**config.mk**
```make
export PLATFORM = sky130hd
export DESIGN_NAME = sfp_serial_flash_core
export DESIGN_NICKNAME = d
export VERILOG_FILES = /design/src/rtl/sfp_sector_map.v /design/src/rtl/sfp_serial_flash_core.v
export VERILOG_INCLUDE_DIRS = /design/src /design/src/include
export SDC_FILE = /design/constraint.sdc
export NUM_CORES = 2
export LEC_CHECK = 0
export BUFFER_PORTS_ARGS = -buffer_cell sky130_fd_sc_hd__clkbuf_2
export CAP_MARGIN = 20
export CORE_ASPECT_RATIO = 1.1
export CORE_MARGIN = 5
export CORE_UTILIZATION = 63
export CTS_BUF_LIST = sky130_fd_sc_hd__clkbuf_4 sky130_fd_sc_hd__clkbuf_8 sky130_fd_sc_hd__clkbuf_16
export DETAILED_ROUTE_END_ITERATION = 8
export PLACE_DENSITY = 0.8
export SLEW_MARGIN = 20
export SYNTH_ARGS = -nofsm -noshare
export SYNTH_HDL_FRONTEND = slang
export SYNTH_SLANG_ARGS = --single-unit
```
**constraint.sdc**
```tcl
create_clock -name clk -period 5.9 [get_ports clk]
set_input_delay 0.295 -clock clk [delete_from_list [all_inputs] [get_ports clk]]
set_output_delay 0.295 -clock clk [all_outputs]
set_load 0.005 [all_outputs]
```
**src/include/sfp_regs.vh**
```
`ifndef SFP_REGS_VH
`define SFP_REGS_VH

`define SFP_ADDR_W        24
`define SFP_SECT_W        6
`define SFP_SUB_W         5
`define SFP_SECT_LSB      16
`define SFP_SUB_LSB       12
`define SFP_SUB_SPAN_LSB  17
`define SFP_SUB_BOTTOM    7'h00
`define SFP_SUB_TOP       7'h1f
`define SFP_CFG_QUAD      1
`define SFP_CFG_PARAMLOC  2
`define SFP_CFG_RESET     8'h00
`define SFP_BYTE_W        8
`define SFP_BITCNT_W      3
`define SFP_BITCNT_LAST   3'h7
`define SFP_PAGE_W        8
`define SFP_PAGE_DEPTH    256
`define SFP_ERASED        8'hff
`define SFP_OP_IDLE       2'h0
`define SFP_OP_PROGRAM    2'h1
`define SFP_OP_ERASE      2'h2
`define SFP_OP_SETTLE     2'h3
`define SFP_ER_SUB        2'h0
`define SFP_ER_SECT       2'h1
`define SFP_ER_ARRAY      2'h2
`define SFP_PROG_CYCLES   16'h0400
`define SFP_PROG_CYC_ACC  16'h0100
`define SFP_ERASE_CYCLES  16'h2000

`endif

```
**src/rtl/sfp_sector_map.v**
```verilog
`timescale 1ns/1ps
`default_nettype none
`include "sfp_regs.vh"

module sfp_sector_map
(
   input  wire [`SFP_ADDR_W-1:0] addr,
   input  wire                   paramTop,
   output wire [`SFP_SECT_W-1:0] mainSector,
   output wire                   inSubArea,
   output wire [`SFP_SUB_W-1:0]  subSector
);

   wire [`SFP_ADDR_W-`SFP_SUB_SPAN_LSB-1:0] spanTag;

   assign mainSector = addr[`SFP_SECT_LSB +: `SFP_SECT_W];
   assign spanTag    = addr[`SFP_ADDR_W-1:`SFP_SUB_SPAN_LSB];
   // lowest or highest 128 KB split into 32 x 4 KB
   assign inSubArea  = paramTop ? (spanTag == `SFP_SUB_TOP) : (spanTag == `SFP_SUB_BOTTOM);
   assign subSector  = addr[`SFP_SUB_LSB +: `SFP_SUB_W];

endmodule
`default_nettype wire

```
**src/rtl/sfp_serial_flash_core.v**
```verilog
// Operation
// - pause stops serial traffic; running internal jobs continue to completion
// - pause falling with serial clock low enters paused state at once
// - pause falling with clock high waits for next clock falling edge
// - pause rising with serial clock low leaves paused state at once
// - pause rising with clock high stays paused until next clock falling edge
// - while paused, data output floats; data input and clock ignored
// - select high while paused resets interface and drops command state
// - quad configuration disables the pause input entirely
// - high voltage on protect pin shortens programs, except in quad mode
// - program data gathered in page buffer before array commit
// - program only clears bits, byte or whole page
// - erase sets bits for sub-sector, 64 KB sector or whole array
// - decode 64 sectors of 64 KB; lowest 128 KB as 32 x 4 KB
// - location bit 2 puts sub-sectors at top when set, bottom by default
// - quad bit 1 selects four-wire data mode when set
// - inputs sampled on clock rising edge, msb first, after select falls
`timescale 1ns/1ps
`default_nettype none
`include "sfp_regs.vh"

module sfp_serial_flash_core
(
   input  wire                   clk,
   input  wire                   rst,
   input  wire                   selectN,
   input  wire                   serialClk,
   input  wire                   serialIn,
   input  wire                   pauseN,
   input  wire                   accelerationHighVoltage,
   input  wire [`SFP_BYTE_W-1:0] cfgIn,
   input  wire                   cfgLoad,
   input  wire                   jobProgram,
   input  wire                   jobErase,
   input  wire [1:0]             jobEraseScope,
   input  wire [`SFP_ADDR_W-1:0] jobAddr,
   input  wire                   jobWholePage,
   input  wire [`SFP_BYTE_W-1:0] arrayRdData,
   output reg                    serialOut,
   output reg                    serialOutEn,
   output reg  [`SFP_BYTE_W-1:0] rxByte,
   output reg                    rxByteValid,
   output reg                    paused,
   output reg                    quadMode,
   output reg                    busy,
   output reg                    arrayWrEn,
   output reg  [`SFP_ADDR_W-1:0] arrayWrAddr,
   output reg  [`SFP_BYTE_W-1:0] arrayWrData,
   output reg                    eraseEn,
   output reg  [1:0]             eraseScope,
   output reg  [`SFP_SECT_W-1:0] eraseSector,
   output reg                    eraseSubArea,
   output reg  [`SFP_SUB_W-1:0]  eraseSub,
   output reg                    programAcceleration
);

   ////////////////////////////////////////////////////////////////////////////
   // pin synchronisers
   reg [3:0] syncA_reg;
   reg [3:0] syncB_reg;
   reg       sckOld_reg;
   reg       pauseOld_reg;
   reg       selOld_reg;
   wire      selNs    = syncB_reg[0];
   wire      sckS     = syncB_reg[1];
   wire      sinS     = syncB_reg[2];
   wire      pauseNs  = syncB_reg[3];
   wire      sckRise  = sckS & ~sckOld_reg;
   wire      sckFall  = ~sckS & sckOld_reg;
   wire      pauseFall = ~pauseNs & pauseOld_reg;
   wire      pauseRise = pauseNs & ~pauseOld_reg;
   wire      selFall  = ~selNs & selOld_reg;

   always @(posedge clk or posedge rst)
   begin
      if (rst)
      begin
         syncA_reg    <= 4'hd;
         syncB_reg    <= 4'hd;
         sckOld_reg   <= 1'b0;
         pauseOld_reg <= 1'b1;
         selOld_reg   <= 1'b1;
      end
      else
      begin
         syncA_reg    <= {pauseN, serialIn, serialClk, selectN};
         syncB_reg    <= syncA_reg;
         sckOld_reg   <= sckS;
         pauseOld_reg <= pauseNs;
         selOld_reg   <= selNs;
      end
   end

   ////////////////////////////////////////////////////////////////////////////
   // configuration
   reg [`SFP_BYTE_W-1:0] cfg_reg;
   wire quadCfg  = cfg_reg[`SFP_CFG_QUAD];
   wire paramTop = cfg_reg[`SFP_CFG_PARAMLOC];

   always @(posedge clk or posedge rst)
   begin
      if (rst)
         cfg_reg <= `SFP_CFG_RESET;
      else if (cfgLoad)
         cfg_reg <= cfgIn;
   end

   always @*
   begin
      quadMode = quadCfg;
   end

   ////////////////////////////////////////////////////////////////////////////
   // pause state; edges seen with clock low act at once, else defer
   reg pendEnter_reg;
   reg pendLeave_reg;
   reg paused_next;
   reg pendEnter_next;
   reg pendLeave_next;
   always @*
   begin
      paused_next    = paused;
      pendEnter_next = pendEnter_reg;
      pendLeave_next = pendLeave_reg;
      if (quadCfg || selNs)
      begin
         paused_next    = 1'b0;
         pendEnter_next = 1'b0;
         pendLeave_next = 1'b0;
      end
      else if (pauseFall || pauseRise)
      begin
         pendEnter_next = pauseFall & sckS;
         pendLeave_next = pauseRise & sckS;
         if (!sckS)
            paused_next = pauseFall;
      end
      else if (sckFall && (pendEnter_reg || pendLeave_reg))
      begin
         paused_next    = pendEnter_reg;
         pendEnter_next = 1'b0;
         pendLeave_next = 1'b0;
      end
   end
   always @(posedge clk or posedge rst)
   begin
      if (rst)
      begin
         paused        <= 1'b0;
         pendEnter_reg <= 1'b0;
         pendLeave_reg <= 1'b0;
      end
      else
      begin
         paused        <= paused_next;
         pendEnter_reg <= pendEnter_next;
         pendLeave_reg <= pendLeave_next;
      end
   end

   ////////////////////////////////////////////////////////////////////////////
   // serial shifter; frozen while paused so a resume continues mid-byte
   reg [`SFP_BITCNT_W-1:0] bitCnt_reg;
   reg [`SFP_BYTE_W-1:0]   shift_reg;
   reg [`SFP_BYTE_W-1:0]   txShift_reg;
   wire                    linkActive = ~selNs & ~paused;

   always @(posedge clk or posedge rst)
   begin
      if (rst)
      begin
         bitCnt_reg  <= {`SFP_BITCNT_W{1'b0}};
         shift_reg   <= {`SFP_BYTE_W{1'b0}};
         txShift_reg <= {`SFP_BYTE_W{1'b0}};
         rxByte      <= {`SFP_BYTE_W{1'b0}};
         rxByteValid <= 1'b0;
         serialOut   <= 1'b0;
         serialOutEn <= 1'b0;
      end
      else
      begin
         rxByteValid <= 1'b0;
         // follows the next pause state so the output never drives in a paused cycle
         serialOutEn <= ~selNs & ~paused_next;
         if (selNs || selFall)
         begin
            bitCnt_reg <= {`SFP_BITCNT_W{1'b0}};
            shift_reg  <= {`SFP_BYTE_W{1'b0}};
         end
         else if (linkActive && sckRise)
         begin
            shift_reg  <= {shift_reg[`SFP_BYTE_W-2:0], sinS};
            bitCnt_reg <= bitCnt_reg + 1'b1;
            if (bitCnt_reg == `SFP_BITCNT_LAST)
            begin
               rxByte      <= {shift_reg[`SFP_BYTE_W-2:0], sinS};
               rxByteValid <= 1'b1;
            end
         end
         else if (linkActive && sckFall)
         begin
            serialOut   <= txShift_reg[`SFP_BYTE_W-1];
            txShift_reg <= {txShift_reg[`SFP_BYTE_W-2:0], txShift_reg[`SFP_BYTE_W-1]};
         end
         // reply loads only while the link runs, so a pause holds it
         if (linkActive && rxByteValid)
            txShift_reg <= rxByte;
      end
   end

   ////////////////////////////////////////////////////////////////////////////
   // page buffer and internal job engine; never touched by pause
   reg [`SFP_BYTE_W-1:0]   pageMem [0:`SFP_PAGE_DEPTH-1];
   reg [`SFP_PAGE_W-1:0]   fillPtr_reg;
   reg [`SFP_PAGE_W-1:0]   jobPtr_reg;
   reg [1:0]               op_reg;
   reg [15:0]              timer_reg;
   reg [`SFP_ADDR_W-1:0]   jobBase_reg;
   reg                     jobPage_reg;
   reg                     dataPhase_reg;
   wire [`SFP_SECT_W-1:0]  mapSect;
   wire                    mapInSub;
   wire [`SFP_SUB_W-1:0]   mapSub;
   localparam [1:0]        OP_IDLE    = `SFP_OP_IDLE;
   localparam [1:0]        OP_PROGRAM = `SFP_OP_PROGRAM;
   localparam [1:0]        OP_ERASE   = `SFP_OP_ERASE;
   localparam [1:0]        OP_SETTLE  = `SFP_OP_SETTLE;

   sfp_sector_map mapper
   (
      .addr       (jobAddr),
      .paramTop   (paramTop),
      .mainSector (mapSect),
      .inSubArea  (mapInSub),
      .subSector  (mapSub)
   );
   always @(posedge clk)
   begin
      if (rxByteValid && op_reg == OP_IDLE)
         pageMem[fillPtr_reg] <= rxByte;
   end

   always @(posedge clk or posedge rst)
   begin
      if (rst)
      begin
         fillPtr_reg  <= {`SFP_PAGE_W{1'b0}};
         jobPtr_reg   <= {`SFP_PAGE_W{1'b0}};
         op_reg       <= OP_IDLE;
         timer_reg    <= 16'h0000;
         jobBase_reg  <= {`SFP_ADDR_W{1'b0}};
         jobPage_reg  <= 1'b0;
         dataPhase_reg <= 1'b0;
         busy         <= 1'b0;
         arrayWrEn    <= 1'b0;
         arrayWrAddr  <= {`SFP_ADDR_W{1'b0}};
         arrayWrData  <= `SFP_ERASED;
         eraseEn      <= 1'b0;
         eraseScope   <= `SFP_ER_SUB;
         eraseSector  <= {`SFP_SECT_W{1'b0}};
         eraseSubArea <= 1'b0;
         eraseSub     <= {`SFP_SUB_W{1'b0}};
         programAcceleration <= 1'b0;
      end
      else
      begin
         arrayWrEn <= 1'b0;
         eraseEn   <= 1'b0;
         if (selFall)
            fillPtr_reg <= {`SFP_PAGE_W{1'b0}};
         else if (rxByteValid && op_reg == OP_IDLE)
            fillPtr_reg <= fillPtr_reg + 1'b1;
         case (op_reg)
            OP_IDLE:
            begin
               busy <= 1'b0;
               if (jobProgram)
               begin
                  op_reg      <= OP_PROGRAM;
                  busy        <= 1'b1;
                  jobBase_reg <= jobAddr;
                  jobPage_reg <= jobWholePage;
                  jobPtr_reg  <= {`SFP_PAGE_W{1'b0}};
                  dataPhase_reg <= 1'b0;
                  // high voltage shortens program, not in quad mode
                  programAcceleration <= accelerationHighVoltage & ~quadCfg;
                  timer_reg   <= (accelerationHighVoltage & ~quadCfg) ? `SFP_PROG_CYC_ACC
                                                                      : `SFP_PROG_CYCLES;
               end
               else if (jobErase)
               begin
                  op_reg       <= OP_ERASE;
                  busy         <= 1'b1;
                  timer_reg    <= `SFP_ERASE_CYCLES;
                  eraseScope   <= jobEraseScope;
                  eraseSector  <= mapSect;
                  eraseSubArea <= mapInSub;
                  eraseSub     <= mapSub;
               end
            end
            OP_PROGRAM:
            begin
               if (!dataPhase_reg)
               begin
                  arrayWrAddr   <= {jobBase_reg[`SFP_ADDR_W-1:`SFP_PAGE_W],
                                    jobBase_reg[`SFP_PAGE_W-1:0] + jobPtr_reg};
                  dataPhase_reg <= 1'b1;
               end
               else
               begin
                  // only 1 to 0: and with current array contents
                  arrayWrData   <= pageMem[jobPtr_reg] & arrayRdData;
                  arrayWrEn     <= 1'b1;
                  dataPhase_reg <= 1'b0;
                  jobPtr_reg    <= jobPtr_reg + 1'b1;
                  if (!jobPage_reg || jobPtr_reg + 1'b1 == fillPtr_reg)
                     op_reg <= OP_SETTLE;
               end
            end
            default:
            begin
               // erase wait or program settle; settle shortened under acceleration
               if (timer_reg == 16'h0000)
               begin
                  eraseEn <= (op_reg == OP_ERASE);
                  op_reg  <= OP_IDLE;
                  programAcceleration <= 1'b0;
               end
               else
                  timer_reg <= timer_reg - 1'b1;
            end
         endcase
      end
   end

endmodule
`default_nettype wire

```
==> Word level (Yosys, flattened, before mapping) <==
Memories as Yosys holds them, arrays and structs flattened.
Index checks and enable logic that the tools add are counted.
{ "word_totals": {"ff_bits": 156, "mem_bits_rw": 2048, "out_inout_bits": 63, "elab_cells": 160, "mem_count": 1} }
{ "classes": {"add_sub_neg": 5, "eq_ne": 12, "n_mux": 51, "bitwise_logic": 24, "reduce_logical": 34} }
{ "mem_list": {"columns": ["name", "depth", "word_bits", "rd", "rd_clocked_by_memory_dff", "wr", "line", "source"], "rows": [
  ["pageMem", 256, 8, 1, 0, 1, "sfp_serial_flash_core.v:213", "reg [`SFP_BYTE_W-1:0] pageMem [0:`SFP_PAGE_DEPTH-1];"]
]} }
{ "op_table": {"columns": ["cell", "n"], "rows": [
  ["two-way mux 8 bit", 8],
  ["two-way mux 16 bit", 3],
  ["one-hot mux 16 bit (2 select lines)", 1],
  ["two-way mux 1 bit", 25],
  ["AND reduction 3 bit", 7],
  ["adder 8 x 1 -> 8 bit (second input constant)", 2],
  ["zero test 16 bit", 1],
  ["one-hot mux 8 bit (2 select lines)", 1],
  ["subtractor 16 x 1 -> 16 bit (second input constant)", 1],
  ["two-way mux 7 bit", 2],
  ["inverter 1 bit", 13],
  ["two-way mux 11 bit", 1],
  ["bitwise AND 1 bit", 10],
  ["two-way mux 2 bit", 5],
  ["nonzero test 2 bit", 5],
  ["adder 8 bit", 1],
  ["bitwise AND 8 bit", 1],
  ["== test 8 bit", 1],
  ["inequality test 2 bit (second input constant)", 4],
  ["AND reduction 2 bit", 4],
  ["== test 7 x 5 -> 1 bit (second input constant)", 1],
  ["zero test 7 bit", 1],
  ["two-way mux 3 bit", 2],
  ["nonzero test 3 bit", 2],
  ["other kinds (14)", 24]
]} }

==> Depth between registers and ports, before layout <==
{ "logic_depth": {"ltp_word": 8, "mapped_depth": 12, "depth_no_buf": 10} }

==> Modules after synthesis <==
A second synthesis with hierarchy kept.
{ "hier_totals": {"hier_cells": 4413, "area_unflattened_um2": 86446.7} }
{ "modules_own_cells": {"columns": ["mod", "n_inst", "cells_each", "area_per_inst_um2", "seq_area_each_um2"], "rows": [
  ["sfp_serial_flash_core", 1, 4396, 86319.0, 65397.7],
  ["sfp_sector_map", 1, 17, 127.6, 0.0]
]} }

==> Least setup slack after synthesis <==
OpenSTA, ideal clock, no wires.
{ "synth_path": {"kind": "register -> register", "startpoint": "register rxByte[0]", "endpoint": "memory pageMem[0][0] in the netlist's numbering, data pin", "arrival_ns": 3.223, "required_time_ns": 5.088, "slack_ns": 1.865, "path_stages_with_launch": 1, "cell_sequence": "dfrtp_1"} }
{ "synth_lines": {"columns": ["element", "line", "source"], "rows": [
  ["start, declared", "sfp_serial_flash_core.v:41", "output reg [`SFP_BYTE_W-1:0] rxByte,"],
  ["start signal, assigned", "sfp_serial_flash_core.v:175", "rxByte <= {`SFP_BYTE_W{1'b0}};"],
  ["start signal, assigned", "sfp_serial_flash_core.v:196", "rxByte <= {shift_reg[`SFP_BYTE_W-2:0], sinS};"],
  ["end, declared", "sfp_serial_flash_core.v:213", null]
]} }
Straight into the memory's write port.

==> Worst setup path in the final report <==
{ "layout_path": {"startpoint": "register jobPtr_reg[0]", "endpoint": "register arrayWrData[6]"} }
{ "layout_between": {"elab_chain_cells": 2} }
{ "layout_lines": {"columns": ["element", "line", "source"], "rows": [
  ["start, declared", "sfp_serial_flash_core.v:215", "reg [`SFP_PAGE_W-1:0] jobPtr_reg;"],
  ["start signal, assigned", "sfp_serial_flash_core.v:248", "jobPtr_reg <= {`SFP_PAGE_W{1'b0}};"],
  ["start signal, assigned", "sfp_serial_flash_core.v:283", "jobPtr_reg <= {`SFP_PAGE_W{1'b0}};"],
  ["start signal, assigned", "sfp_serial_flash_core.v:315", "jobPtr_reg <= jobPtr_reg + 1'b1;"],
  ["memory (256 x 8 bit)", null, null],
  ["bitwise AND 8 bit", "sfp_serial_flash_core.v:312", "arrayWrData <= pageMem[jobPtr_reg] & arrayRdData;"],
  ["end signal, assigned", "sfp_serial_flash_core.v:257", "arrayWrData <= `SFP_ERASED;"],
  ["end signal, assigned", "sfp_serial_flash_core.v:312", null],
  ["end, declared", "sfp_serial_flash_core.v:48", "output reg [`SFP_BYTE_W-1:0] arrayWrData,"]
]} }
No other way between the ends.
A chain may end at the register's enable or synchronous reset.

==> impl_metrics.toml <==
[floorplanning]
start_util_pct = 63.32
die_area_sq_mm = 0.1443
dieHeight_microns = 397.9
io_pins = 116
fp.dieW_microns = 362.6
coreArea_sq_mm = 0.1361
row_count = 142

[placed_design]
place.gp.congestion = 0.9780
hpwl_mm = 121.1
port_buffers = 109
place_ws_ns = 1.706

[sta]
tns_ns = 0
slew_headroom_pct = 20.27
hold_viol_final = 0
setup_viol = 0
fin_crit_ns = 4.499
fin_skew_ns = 0.03284
finalWorstSetupSlack_ns = 1.401
fmax_mhz = 222.3
rsz0062_at_grt = "no"
final-max-slew-violation-count = 0
fin_crit_sh_pct = 76.25
worst_pin_slew_ns = 1.194

[power_and_ir_drop]
powerDensity_mw_per_mm2 = 312.5
vdd_drop_max_mv = 0.2850
p_sw_w = 0.005651
power.internal_w = 0.02422
sw_frac_of_total_pct = 18.92
p_clk_share_pct = 43.2
p_comb_share_pct = 0.4
leakagePower_nw = 28.96
p_seq_share_pct = 56.4

[grt]
track_usage_pct = 29.69
grt_pass1_vias = 46432
grt_pass1_wl_mm = 311.7
grt_max_degree = 217
grt_overflow = 0
antenna_found_initial = 4

[final_layout]
layout-drive-gt1-share_pct = 21.09
nets = 4755
largest_reg_flops = 2048
fill_cells = 7698
syn_to_final_growth_pct = 10.89

[yosys]
syn_inst = 4514
synth_cell_types = 63
synth_warnings = 0
synth_seq_cells = 2202
synth.most_common_cell = "edfxtp_1"
synth_top_area_share_pct = 71.36
synth_nets = 4586
synth_seq_area_share_pct = 75.85
synth_edf_count = 2048
async_reset_ff_share_pct = 6.994
synth_common_cells = "2048 x edfxtp_1, 408 x mux4_2, 330 x nor2_1"
avgSynthCellArea_sq_um = 19.09
synth_area_leader_cell = "edfxtp_1"
syn_area_sq_mm = 0.08618
synth_flop_cell = "edfxtp_1"
synthTopCellsByArea = "edfxtp_1 71%, mux4_2 11%, dfrtp_1 4.0%, mux2i_1 2.4%, nor2_1 1.4%"

[setup_path]
startpoint_type = "register"
path_buf_inv = 1
cp_slowest_cell = "dfrtp_4"
cp.depth = 7
max_stage_delay_ns = 1.07
end_kind = "register"
r2r_cells = 7
r2r_start = "jobPtr_reg[0]$_DFFE_PP0P_"
reg2reg_slack_ns = 1.40
r2r_end = "arrayWrData[6]$_DFFE_PP1P_"
path_class = "reg -> reg"
critPathArrivalTime_ns = 5.25
crit_required_ns = 6.65
crit_path_end = "arrayWrData[6]$_DFFE_PP1P_"
startpoint = "jobPtr_reg[0]$_DFFE_PP0P_"
critical-path-top-delay-family = "flip-flops"
path_cells = "buf_4 > mux4_2 > a21oi_1 > o22ai_1 > nor3_1 > a2111oi_0 > a2111o_1"
critPathMaxFanout = 54

[cts]
clk_pin_slew_ns = 0.07
htreeDepth = 4
cts_sinks = 2202
cts_tree = "built"
cts_made_buffers = 197
cts-hold-fix-buffers = 41
clockBufferDepth = 3
cts_resized = 0
cts_root_buffer = "clkbuf_16"
cts_setup_buffers = 0
insertion_delay_ns = 0.84

[routing]
via_per_inst = 6.948
route.detailed.drc = 17
drtAntennaViolNets = 0
finalWirelength_mm = 214.3
routedWlPerCell_microns = 32.21
drt-initial-drc-count = 6723
vias = 46234
drt_pass1_iterations = 9

[run_status]
outcome = "complete, but fails checks"
violations = "DRC"

[run]
cap_violations = 0

[worst_hold_path]
hp-class = "in -> reg"
per-stage QoR:
| stage | util [%] | instance area, sq um | total power (W) | cells | hold slack [ns] |
|---|---|---|---|---|---|
| finish | 70.22 | 95570 | 0.02987 | 6654 | 0.04840 |
| global route | 70.21 | 95560 | 0.03063 | 6650 | 0.07657 |
| CTS | 70.14 | 95460 | 0.02992 | 6647 | 0.0006867 |
| detailed placement | 65.05 | 88530 | 0.01726 | 6240 | 0.3497 |
| global placement | 65.05 | 88530 | 0.01726 | 6240 | 0.3461 |
| floorplan | - | 86180 | 0.01721 | 4514 | 0.2995 |
final cells by class:
type | instances | area, sq um | area share (%)
inverters | 33 | 128.9 | 0.1348
flip-flops and latches | 2202 | 65420 | 68.45
diodes | 4 | 10.01 | 0.01047
clock buffers | 248 | 5466 | 5.720
clock inverters | 118 | 1054 | 1.102
repair buffers | 232 | 1832 | 1.917
multi-input cells | 2017 | 19410 | 20.31
well taps | 1800 | 2252 | 2.357
how the worst min path moves through the flow:
stage	start	endpoint	slack, ns	cells past startpoint
2_1_floorplan	selectN	syncA_reg[0]$_DFF_PP1_	0.30	0
3_3_place_gp	syncA_reg[1]$_DFF_PP0_	syncB_reg[1]$_DFF_PP0_	0.35	0
3_5_place_dp	syncA_reg[3]$_DFF_PP1_	syncB_reg[3]$_DFF_PP1_	0.35	0
4_1_cts	arrayRdData[6]	arrayWrData[6]$_DFFE_PP1P_	0.0007	4
5_1_grt	arrayRdData[3]	arrayWrData[3]$_DFFE_PP1P_	0.08	4
6_report	arrayRdData[4]	arrayWrData[4]$_DFFE_PP1P_	0.05	4
layout by cell type (no fill, tap or decap), types with 61 or more instances in the layout:
cell	synthesis	final
a22oi_1	73	73
edfxtp_1	2048	2048
buf_4	26	61
o21ai_0	93	93
clkbuf_2	0	109
nor2_1	330	326
nand2_1	225	225
clkbuf_16	0	204
mux4_2	408	408
o22ai_1	65	65
nand3_1	65	65
a21oi_1	83	83
dfrtp_1	138	125
mux2i_1	210	210
power groups by stage:
stage	Clock, W	Sequential (W)	Combinational [W]
after floorplan	0	0.0172	0.0000420
after global placement	0	0.0172	0.0000895
after detailed placement	0	0.0172	0.0000910
after CTS	0.0130	0.0168	0.000115
after global routing	0.0137	0.0168	0.000130
final	0.0129	0.0168	0.000120
tightest hold or removal path, cell delays in order:
cell and delay [ns]:
clkbuf_2 0.14, nand3_1 0.09, a2111oi_0 0.06, a2111o_1 0.28
cells by family after synthesis:
family / synth area share (%)
flip-flops: 75.85
AND/OR/NAND/NOR: 3.849
multiplexers: 13.79
AO/OA/AOI/OAI: 4.171
buffers and inverters: 1.702
XOR/XNOR: 0.3455
adder cells (fa/ha/maj): 0.2846
per-layer routing:
metal | track usage (%) | share of wire, % | wire length [microns]
met2 | 47.10 | 48 | 103300
met1 | 39.77 | 35 | 74660
met5 | 0 | 0.012 | 26
met4 | 13.83 | 5.4 | 11640
met3 | 7.104 | 12 | 24740
Power figures use the tool's default switching activity.
